===== src/verilog/iogcc_defines.vh =====
`ifndef IOGCC_DEFINES_VH
`define IOGCC_DEFINES_VH
// register byte addresses
`define IOGCC_ADDR_SECURE 4'h0
`define IOGCC_ADDR_NONSEC 4'h4
`define IOGCC_ADDR_ALIAS 4'h8
`define IOGCC_ADDR_LSB 2
// field positions
`define IOGCC_SEC_HI 29
`define IOGCC_SEC_LO 28
`define IOGCC_WA_HI 27
`define IOGCC_WA_LO 26
`define IOGCC_RA_HI 25
`define IOGCC_RA_LO 24
`define IOGCC_SH_HI 23
`define IOGCC_SH_LO 22
`define IOGCC_CONF 21
`define IOGCC_MTSEL 20
`define IOGCC_MA_HI 19
`define IOGCC_MA_LO 16
`define IOGCC_BSU_HI 15
`define IOGCC_BSU_LO 14
`define IOGCC_FB 13
`define IOGCC_PTM 12
`define IOGCC_VMNS 11
`define IOGCC_USF 10
`define IOGCC_GSE 9
`define IOGCC_STALL_DISABLE 8
`define IOGCC_TR_HI 7
`define IOGCC_TR_LO 6
`define IOGCC_CFIE 5
`define IOGCC_CFRE 4
`define IOGCC_EXID 3
`define IOGCC_GLOBAL_FAULT_IRQ_ENABLE 2
`define IOGCC_GLOBAL_FAULT_ABORT_ENABLE 1
`define IOGCC_BYP 0
// reset value: only client bypass set, undefined fields cleared
`define IOGCC_RESET 32'h00000001
// writable mask of the secure copy and of the non-secure copy
`define IOGCC_WMASK_S 32'h3fffffff
`define IOGCC_WMASK_NS 32'h0fffffff
`define IOGCC_VMNS_MASK 32'h00000800
`define IOGCC_GSE_MASK 32'h00000200
`define IOGCC_HINT_RSVD 2'h1
// axi responses
`define IOGCC_OKAY 2'h0
`define IOGCC_SLVERR 2'h2
`endif


===== src/verilog/iogcc_global_config.v =====
// Contract
// - secure copy only: bypass security override 00 default, 10 secure, 11 nonsecure
// - write-allocate hint 00 default, 10 allocate, 11 no allocate; resets zero
// - read-allocate hint 00 default, 10 allocate, 11 no allocate; resets zero
// - shareability 00 default, 01 outer, 10 inner, 11 non-shareable
// - match conflict: 0 bypass, 1 conflict fault; may be fixed
// - memory type select 0 default, 1 uses four-bit attribute field
// - barrier upgrade raises barrier domain; reads zero if unsupported
// - force broadcast upgrades client maintenance to inner-shareable broadcast
// - private maintenance 0 joins broadcast TLB maintenance; 1 optional
// - private VMID namespace hint; reserved in secure copy
// - unmatched streams pass when 0, unidentified stream fault when 1
// - global stall enable writable only if global stall implemented
// - stall disable turns off context stall, forces global stall zero
// - optional transient hint 00 default, 10 non-transient, 11 transient
// - config fault interrupt enable raises interrupt on config fault
// - config fault report enable returns abort on config fault
// - extended ID enable selects legacy or extended match format
// - global fault interrupt enable gates the global fault interrupt
// - global fault report enable aborts; else exclusive reported failed
// - client bypass skips translation entirely; resets to one
// - separate secure and nonsecure copies, nonsecure alias for secure
`timescale 1ns/10ps
`include "iogcc_defines.vh"
module iogcc_global_config #(
   parameter HAS_GLOBAL_STALL = 1,
   parameter HAS_STALL_MODEL = 1,
   parameter HAS_BARRIER_UPGRADE = 1,
   parameter HAS_TRANSIENT = 1,
   parameter HAS_CONFIG_FAULT = 1,
   parameter HAS_EXTENDED_ID = 1,
   parameter HAS_STREAM_MATCH = 1,
   parameter CONFLICT_CONFIGURABLE = 1,
   parameter CONFLICT_FIXED = 0
) (
   input wire clk,
   input wire rst,
   input wire [3:0] s_axi_awaddr,
   input wire [2:0] s_axi_awprot,
   input wire s_axi_awvalid,
   output wire s_axi_awready,
   input wire [31:0] s_axi_wdata,
   input wire [3:0] s_axi_wstrb,
   input wire s_axi_wvalid,
   output wire s_axi_wready,
   output reg [1:0] s_axi_bresp,
   output reg s_axi_bvalid,
   input wire s_axi_bready,
   input wire [3:0] s_axi_araddr,
   input wire [2:0] s_axi_arprot,
   input wire s_axi_arvalid,
   output wire s_axi_arready,
   output reg [31:0] s_axi_rdata,
   output reg [1:0] s_axi_rresp,
   output reg s_axi_rvalid,
   input wire s_axi_rready,
   input wire txnSecure,
   input wire txnBypass,
   input wire txnUnmatched,
   input wire txnConflict,
   input wire globalFault,
   input wire configFault,
   input wire txnExclusive,
   output reg [31:0] secureConfig,
   output reg [31:0] nonsecConfig,
   output reg [1:0] bypassSecurityOverride,
   output reg [1:0] bypassWriteAllocHint,
   output reg [1:0] bypassReadAllocHint,
   output reg [1:0] bypassShareability,
   output reg [3:0] bypassMemoryAttributes,
   output reg bypassUseMemAttr,
   output reg [1:0] barrierUpgrade,
   output reg [1:0] bypassTransientHint,
   output reg forceBroadcast,
   output reg joinBroadcastMaint,
   output reg privateVmNamespace,
   output reg clientBypass,
   output reg unmatchedFault,
   output reg conflictFault,
   output reg contextStallEnable,
   output reg globalStallActive,
   output reg extendedIdEnable,
   output reg faultIrq,
   output reg faultAbort,
   output reg exclusiveFail
);
   reg [31:0] secure_r;
   reg [31:0] nonsec_r;
   reg awHeld_r;
   reg [3:0] awAddr_r;
   reg awSec_r;
   reg wHeld_r;
   reg [31:0] wData_r;
   reg [3:0] wStrb_r;
   reg [31:0] strbMask;
   reg [31:0] wrMaskS;
   reg [31:0] wrMaskNs;
   reg [31:0] secure_nxt;
   reg [31:0] nonsec_nxt;
   reg wrHit;
   reg [31:0] rdVal;
   reg rdHit;
   wire doWrite;
   wire doRead;
   wire [31:0] act;

   assign s_axi_awready = !awHeld_r && !s_axi_bvalid;
   assign s_axi_wready = !wHeld_r && !s_axi_bvalid;
   assign s_axi_arready = !s_axi_rvalid;
   assign doWrite = awHeld_r && wHeld_r && !s_axi_bvalid;
   assign doRead = s_axi_arvalid && !s_axi_rvalid;

   // write channels taken in either order
   always @(posedge clk) begin
      if (rst) begin
         awHeld_r <= 1'b0;
         wHeld_r <= 1'b0;
         awAddr_r <= 4'h0;
         awSec_r <= 1'b0;
         wData_r <= 32'h00000000;
         wStrb_r <= 4'h0;
      end else begin
         if (s_axi_awvalid && s_axi_awready) begin
            awHeld_r <= 1'b1;
            awAddr_r <= s_axi_awaddr;
            awSec_r <= !s_axi_awprot[1];
         end else if (doWrite) begin
            awHeld_r <= 1'b0;
         end
         if (s_axi_wvalid && s_axi_wready) begin
            wHeld_r <= 1'b1;
            wData_r <= s_axi_wdata;
            wStrb_r <= s_axi_wstrb;
         end else if (doWrite) begin
            wHeld_r <= 1'b0;
         end
      end
   end

   // writable bits per copy; absent fields read zero, a fixed conflict field reads zero from reset and takes CONFLICT_FIXED on the first completed write
   function [31:0] fmask;
      input [31:0] base;
      input [31:0] cur;
      begin
         fmask = base;
         if (!HAS_GLOBAL_STALL || cur[`IOGCC_STALL_DISABLE])
            fmask = fmask & ~`IOGCC_GSE_MASK;
         if (!HAS_STALL_MODEL)
            fmask[`IOGCC_STALL_DISABLE] = 1'b0;
         if (!HAS_BARRIER_UPGRADE) begin
            fmask[`IOGCC_BSU_HI] = 1'b0;
            fmask[`IOGCC_BSU_LO] = 1'b0;
         end
         if (!HAS_TRANSIENT) begin
            fmask[`IOGCC_TR_HI] = 1'b0;
            fmask[`IOGCC_TR_LO] = 1'b0;
         end
         if (!HAS_CONFIG_FAULT) begin
            fmask[`IOGCC_CFIE] = 1'b0;
            fmask[`IOGCC_CFRE] = 1'b0;
         end
         if (!HAS_EXTENDED_ID || !HAS_STREAM_MATCH)
            fmask[`IOGCC_EXID] = 1'b0;
         if (!CONFLICT_CONFIGURABLE)
            fmask[`IOGCC_CONF] = 1'b0;
      end
   endfunction

   // reserved hint encoding 01 is kept as written and decoded as default
   function [1:0] hint;
      input [1:0] f;
      begin
         hint = (f == `IOGCC_HINT_RSVD) ? 2'h0 : f;
      end
   endfunction

   always @* begin
      strbMask = {{8{wStrb_r[3]}}, {8{wStrb_r[2]}},
         {8{wStrb_r[1]}}, {8{wStrb_r[0]}}};
      wrMaskS = fmask(`IOGCC_WMASK_S, secure_r) & ~`IOGCC_VMNS_MASK;
      wrMaskNs = fmask(`IOGCC_WMASK_NS, nonsec_r);
      secure_nxt = secure_r;
      nonsec_nxt = nonsec_r;
      wrHit = 1'b1;
      case (awAddr_r)
         `IOGCC_ADDR_SECURE: begin
            if (awSec_r)
               secure_nxt = (secure_r & ~(wrMaskS & strbMask)) |
                  (wData_r & wrMaskS & strbMask);
            else
               nonsec_nxt = (nonsec_r & ~(wrMaskNs & strbMask)) |
                  (wData_r & wrMaskNs & strbMask);
         end
         `IOGCC_ADDR_ALIAS: begin
            if (awSec_r)
               nonsec_nxt = (nonsec_r & ~(wrMaskNs & strbMask)) |
                  (wData_r & wrMaskNs & strbMask);
            else
               wrHit = 1'b0;
         end
         default: wrHit = 1'b0;
      endcase
      // stall disable forces global stall clear
      if (secure_nxt[`IOGCC_STALL_DISABLE])
         secure_nxt[`IOGCC_GSE] = 1'b0;
      if (nonsec_nxt[`IOGCC_STALL_DISABLE])
         nonsec_nxt[`IOGCC_GSE] = 1'b0;
      if (!CONFLICT_CONFIGURABLE) begin
         secure_nxt[`IOGCC_CONF] = (CONFLICT_FIXED != 0);
         nonsec_nxt[`IOGCC_CONF] = (CONFLICT_FIXED != 0);
      end
   end

   always @(posedge clk) begin
      if (rst) begin
         secure_r <= `IOGCC_RESET;
         nonsec_r <= `IOGCC_RESET;
         s_axi_bvalid <= 1'b0;
         s_axi_bresp <= `IOGCC_OKAY;
      end else begin
         if (doWrite) begin
            secure_r <= secure_nxt;
            nonsec_r <= nonsec_nxt;
            s_axi_bvalid <= 1'b1;
            s_axi_bresp <= wrHit ? `IOGCC_OKAY : `IOGCC_SLVERR;
         end else if (s_axi_bready) begin
            s_axi_bvalid <= 1'b0;
         end
      end
   end

   // reads: at the secure address each side sees its own copy; the alias gives secure reads the nonsecure copy
   always @* begin
      rdHit = 1'b1;
      case (s_axi_araddr)
         `IOGCC_ADDR_SECURE:
            rdVal = s_axi_arprot[1] ? nonsec_r : secure_r;
         `IOGCC_ADDR_ALIAS: begin
            rdVal = nonsec_r;
            rdHit = !s_axi_arprot[1];
         end
         default: begin
            rdVal = 32'h00000000;
            rdHit = 1'b0;
         end
      endcase
      if (!rdHit)
         rdVal = 32'h00000000;
   end

   always @(posedge clk) begin
      if (rst) begin
         s_axi_rvalid <= 1'b0;
         s_axi_rdata <= 32'h00000000;
         s_axi_rresp <= `IOGCC_OKAY;
      end else begin
         if (doRead) begin
            s_axi_rvalid <= 1'b1;
            s_axi_rdata <= rdVal;
            s_axi_rresp <= rdHit ? `IOGCC_OKAY : `IOGCC_SLVERR;
         end else if (s_axi_rready) begin
            s_axi_rvalid <= 1'b0;
         end
      end
   end

   // the copy that governs the current client transaction
   assign act = txnSecure ? secure_r : nonsec_r;

   always @(posedge clk) begin
      if (rst) begin
         secureConfig <= `IOGCC_RESET;
         nonsecConfig <= `IOGCC_RESET;
         bypassSecurityOverride <= 2'h0;
         bypassWriteAllocHint <= 2'h0;
         bypassReadAllocHint <= 2'h0;
         bypassShareability <= 2'h0;
         bypassMemoryAttributes <= 4'h0;
         bypassUseMemAttr <= 1'b0;
         barrierUpgrade <= 2'h0;
         bypassTransientHint <= 2'h0;
         forceBroadcast <= 1'b0;
         joinBroadcastMaint <= 1'b0;
         privateVmNamespace <= 1'b0;
         clientBypass <= 1'b1;
         unmatchedFault <= 1'b0;
         conflictFault <= 1'b0;
         contextStallEnable <= 1'b0;
         globalStallActive <= 1'b0;
         extendedIdEnable <= 1'b0;
         faultIrq <= 1'b0;
         faultAbort <= 1'b0;
         exclusiveFail <= 1'b0;
      end else begin
         secureConfig <= secure_r;
         nonsecConfig <= nonsec_r;
         bypassSecurityOverride <= txnSecure ?
            hint(secure_r[`IOGCC_SEC_HI:`IOGCC_SEC_LO]) : 2'h0;
         bypassWriteAllocHint <= hint(act[`IOGCC_WA_HI:`IOGCC_WA_LO]);
         bypassReadAllocHint <= hint(act[`IOGCC_RA_HI:`IOGCC_RA_LO]);
         bypassShareability <= act[`IOGCC_SH_HI:`IOGCC_SH_LO];
         bypassUseMemAttr <= act[`IOGCC_MTSEL];
         bypassMemoryAttributes <= act[`IOGCC_MTSEL] ?
            act[`IOGCC_MA_HI:`IOGCC_MA_LO] : 4'h0;
         barrierUpgrade <= act[`IOGCC_BSU_HI:`IOGCC_BSU_LO];
         bypassTransientHint <= hint(act[`IOGCC_TR_HI:`IOGCC_TR_LO]);
         forceBroadcast <= txnBypass && act[`IOGCC_FB];
         joinBroadcastMaint <= !act[`IOGCC_PTM];
         privateVmNamespace <= !txnSecure && nonsec_r[`IOGCC_VMNS];
         clientBypass <= act[`IOGCC_BYP];
         unmatchedFault <= !act[`IOGCC_BYP] && txnUnmatched &&
            act[`IOGCC_USF];
         conflictFault <= !act[`IOGCC_BYP] && txnConflict &&
            act[`IOGCC_CONF];
         contextStallEnable <= !act[`IOGCC_STALL_DISABLE];
         globalStallActive <= act[`IOGCC_GSE];
         extendedIdEnable <= act[`IOGCC_EXID];
         faultIrq <= (globalFault && act[`IOGCC_GLOBAL_FAULT_IRQ_ENABLE]) ||
            (configFault && act[`IOGCC_CFIE]);
         faultAbort <= (globalFault && act[`IOGCC_GLOBAL_FAULT_ABORT_ENABLE]) ||
            (configFault && act[`IOGCC_CFRE]);
         exclusiveFail <= globalFault && txnExclusive &&
            !act[`IOGCC_GLOBAL_FAULT_ABORT_ENABLE];
      end
   end
endmodule // iogcc_global_config


===== config.mk =====
export PLATFORM = sky130hd
export DESIGN_NAME = iogcc_global_config
export DESIGN_NICKNAME = d
export VERILOG_FILES = /design/src/verilog/iogcc_global_config.v
export VERILOG_INCLUDE_DIRS = /design/src /design/src/verilog
export SDC_FILE = /design/constraint.sdc
export NUM_CORES = 1
export LEC_CHECK = 0
export ABC_AREA = 1
export BUFFER_PORTS_ARGS = -buffer_cell sky130_fd_sc_hd__buf_2
export CORE_ASPECT_RATIO = 1.5
export CORE_MARGIN = 8
export CORE_UTILIZATION = 53
export CTS_CLUSTER_SIZE = 8
export DETAILED_ROUTE_END_ITERATION = 8
export HOLD_SLACK_MARGIN = 0.15
export PLACE_DENSITY_LB_ADDON = 0.08
export SLEW_MARGIN = 20
export SYNTH_ARGS = -nofsm -noshare
export SYNTH_HDL_FRONTEND = slang
export SYNTH_SLANG_ARGS = --single-unit

===== constraint.sdc =====
create_clock -name clk -period 1.9 [get_ports clk]
set_input_delay 0.475 -clock clk [delete_from_list [all_inputs] [get_ports clk]]
set_output_delay 0.475 -clock clk [all_outputs]
set_load 0.02 [all_outputs]

==> summary.md <==
| Metric | Value |
|---|---|
| Post-CTS sizing | 1 |
| Drt first pass iters | 4 |
| Crit-path max FO | 5 |
| Actual slew at the worst max-slew pin | 502 ps |
| TritonCTS buffer count | 31 |
| PwrDens | 1020 nW/um2 |
| Routed vias | 6,569 |
| Std cell rows | 55 |
| Number of vias per cell | 4.84 |
| Die width | 116 um |
| Stages on the worst setup path | 2 |
| Cell family contributing the most delay on the critical path | flip-flops |
| Vias in the first global route | 6,479 |
| # clock sinks | 218 |
| Hold path endpoint | wData_r[28] |
| Slowest CP cell | dfxtp_1 |
| Sw frac | 22.5% |
| Clock group share of total power | 45.5% |
| Period utilisation layout | 96.3% |
| Height of the die | 166 um |
| Worst hold path cell count | 3 |
| Skew final | 9.70 ps |
| Residual DRC | 0 |
| Netlist cell types | 28 |
| RePlAce Congestion | 0.844 |
| Mapped Cells | 975 |
| IO Pins | 198 |
| Post-CTS Setup Bufs | 0 |
| Buffers on Ports | 180 |
| CP Data Arrival Time | 1360 ps |
| Longest Clk Path Bufs | 3 |
| Max Fclk | 0.546 GHz |
| Initial Utilization | 53.4% |
| Fraction of layout cells with a size suffix above 1 | 23.2% |
| Tot GR Track Use | 20.6% |
| NetSw | 0.00225 W |
| Crit path from | s_axi_bvalid |
| Root Driver | clkbuf_16 |
| Hold Violations, Final | 0 |
| Core area | 14,900 um2 |
| Slew Limit Headroom | 66.4% |
| Worst min-delay path class | primary input to register |
| Wirelength per Cell | 14.8 um |
| Launch point of the worst reg-to-reg path | awAddr_r[3] |
| Commonest non-fill, non-tap cell in the layout | dfxtp_1 |
| Yosys warning count | 0 |
| Yosys reg bits | 218 |
| Util after Layout | 66.2% |
| TritonCTS clock tree | done |
| Detail Route Antenna Nets | 0 |
| Flop2flop setup slack | 260 ps |
| Type of the worst setup path | register to primary output |
| Element type at the critical path end | primary output |
| Outcome | completed |
| Clock latency on the worst-skew pair | 520 ps |
| DR iter-0 viols | 394 |
| Remaining global-route overflow | 0 |
| Fin Setup TNS | 0 ps |
| Clk slew on worst S/H paths | 50 ps |
| Critical Path Source Type | register |
| Sequential Power Share | 47.5% |
| Worst hold start | s_axi_wdata[28] |
| Max-cap violations | 0 |
| Largest net degree at the start of global routing | 92 |
| Critical Path RT | 1420 ps |
| Die Area | 19,200 um2 |
| Slew Limit Fails | 0 |
| Commonest cells after routing, fill and taps aside | dfxtp_1, nand2_1, buf_2, a21oi_1 |
| Cell internal pwr | 0.00775 W |
| Min cycle time layout | 1830 ps |
| H-tree depth | 1 |
| Gate power share | 7.0% |
| Final wirelength | 20,100 um |
| RSZ-0062 raised after global routing | no |
| WP buf/inv | 1 |
| Crit-path max cell delay | 400 ps |
| Setup Viol. Count Final | 0 |
| First-pass GRT wire length | 32,200 um |
| Initial antenna violation count | 2 |
| Cts hold-fix bufs | 0 |
| Final net count | 1,222 |
| Dpl hpwl | 14,200 um |
| Mapped cell area | 7940 um2 |
| Worst vdd ir | 0.890 mV |
| Cell Chain, Critical Path | nor2_1 > buf_2 |
| Seq/Total Area, Yosys | 55.0% |
| Leak pwr | 4.51 nW |
| Area Growth Syn to Fin | 24.0% |
| Synthesized area per cell | 8.14 um2 |
| Cells on worst reg2reg path | 6 |
[cells in the mapped netlist]
master    number  area (um2)
buf_6          7        78.8
nor3_1         2        10.0
nand2_1      194         728
o21a_1         1        7.51
buf_4         16         120
conb_1         1        3.75
o211ai_1      10        75.1
clkbuf_1      29         109
nor2_1        91         342
nand3_2        3        30.0
nand2_8        1        20.0
nand3_1       13        65.1
dfxtp_1      218        4360
nor2_8         4        80.1
nand2_4        3        33.8
buf_1          1        3.75
nand2_2        2        12.5
o21ai_2        1        8.76
a21oi_1      131         656
o31ai_2        2        25.0
o21ai_1        7        35.0
inv_1        107         402
buf_2          8        40.0
nor2_4         9         101
nor2_2         2        12.5
a21oi_2        4        35.0
o21ai_0      106         531
inv_2          2        7.51
[area by class of cell]
cell class / count / area [um2]
diodes: 2 / 5.00
clock buffers: 31 / 776
clock inverters: 1 / 8.76
fillers: 1342 / 5020
inverters: 109 / 410
multi-input cells: 597 / 2850
flip-flops and latches: 218 / 4360
well taps: 199 / 249
repair buffers: 201 / 1170
[metrics by stage]
stage | cells | hold WS (ps) | setup slack, ps | power [W] | instance area [um2]
after CTS | 1356 | 190 | 50.0 | 0.0101 | 9840
after detailed placement | 1324 | 440 | 186 | 0.00555 | 9050
after floorplan | 985 | 423 | 332 | 0.00531 | 7970
after global routing | 1357 | 207 | 16.3 | 0.0104 | 9840
after global placement | 1324 | 437 | 204 | 0.00554 | 9050
final | 1358 | 207 | 69.8 | 0.0100 | 9840
[worst max-delay path by stage]
stage	end	slack [ps]
final	s_axi_wready	70
after CTS	s_axi_wready	50
after global placement	s_axi_rdata[18]	200
after floorplan	wData_r[10]	330
after detailed placement	s_axi_rdata[18]	190
after global routing	s_axi_wready	20
[worst reg2reg max path, cell delays in order (launching register included)]
cell and delay [ps]:
dfxtp_1 320, nor2_1 240, nand2_2 120, nor2_4 140
nand3_1 340, o21ai_0 300, a21oi_1 60
[power by group through the flow]
| stage | Combinational [W] | Sequential, W | Clock (W) |
|---|---|---|---|
| after floorplan | 0.000444 | 0.00487 | 0 |
| after global placement | 0.000697 | 0.00484 | 0 |
| after detailed placement | 0.000703 | 0.00484 | 0 |
| after CTS | 0.000706 | 0.00476 | 0.00464 |
| after global routing | 0.000777 | 0.00476 | 0.00483 |
| final | 0.000700 | 0.00476 | 0.00455 |
[logic make-up (layout without fill, tap and decap cells)]
| logic type | Yosys count | count (layout) | share of synthesized area (%) |
|---|---|---|---|
| AO/OA/AOI/OAI | 262 | 262 | 17.3 |
| AND/OR/NAND/NOR | 324 | 324 | 18.1 |
| flip-flops | 218 | 218 | 55.0 |
| buffers and inverters | 170 | 342 | 9.59 |
| other | 1 | 13 | 0.0473 |
[layer usage]
metal,GRT usage (%),vias up,part of all wire [%],routed length (um)
li1,-,3431,-,-
met1,24.1,2929,42,8400
met2,35.9,177,49,9940
met3,4.19,32,6.5,1320
met4,6.74,0,2.3,472
met5,0,-,0,0
(Power assumes the default switching activity.)
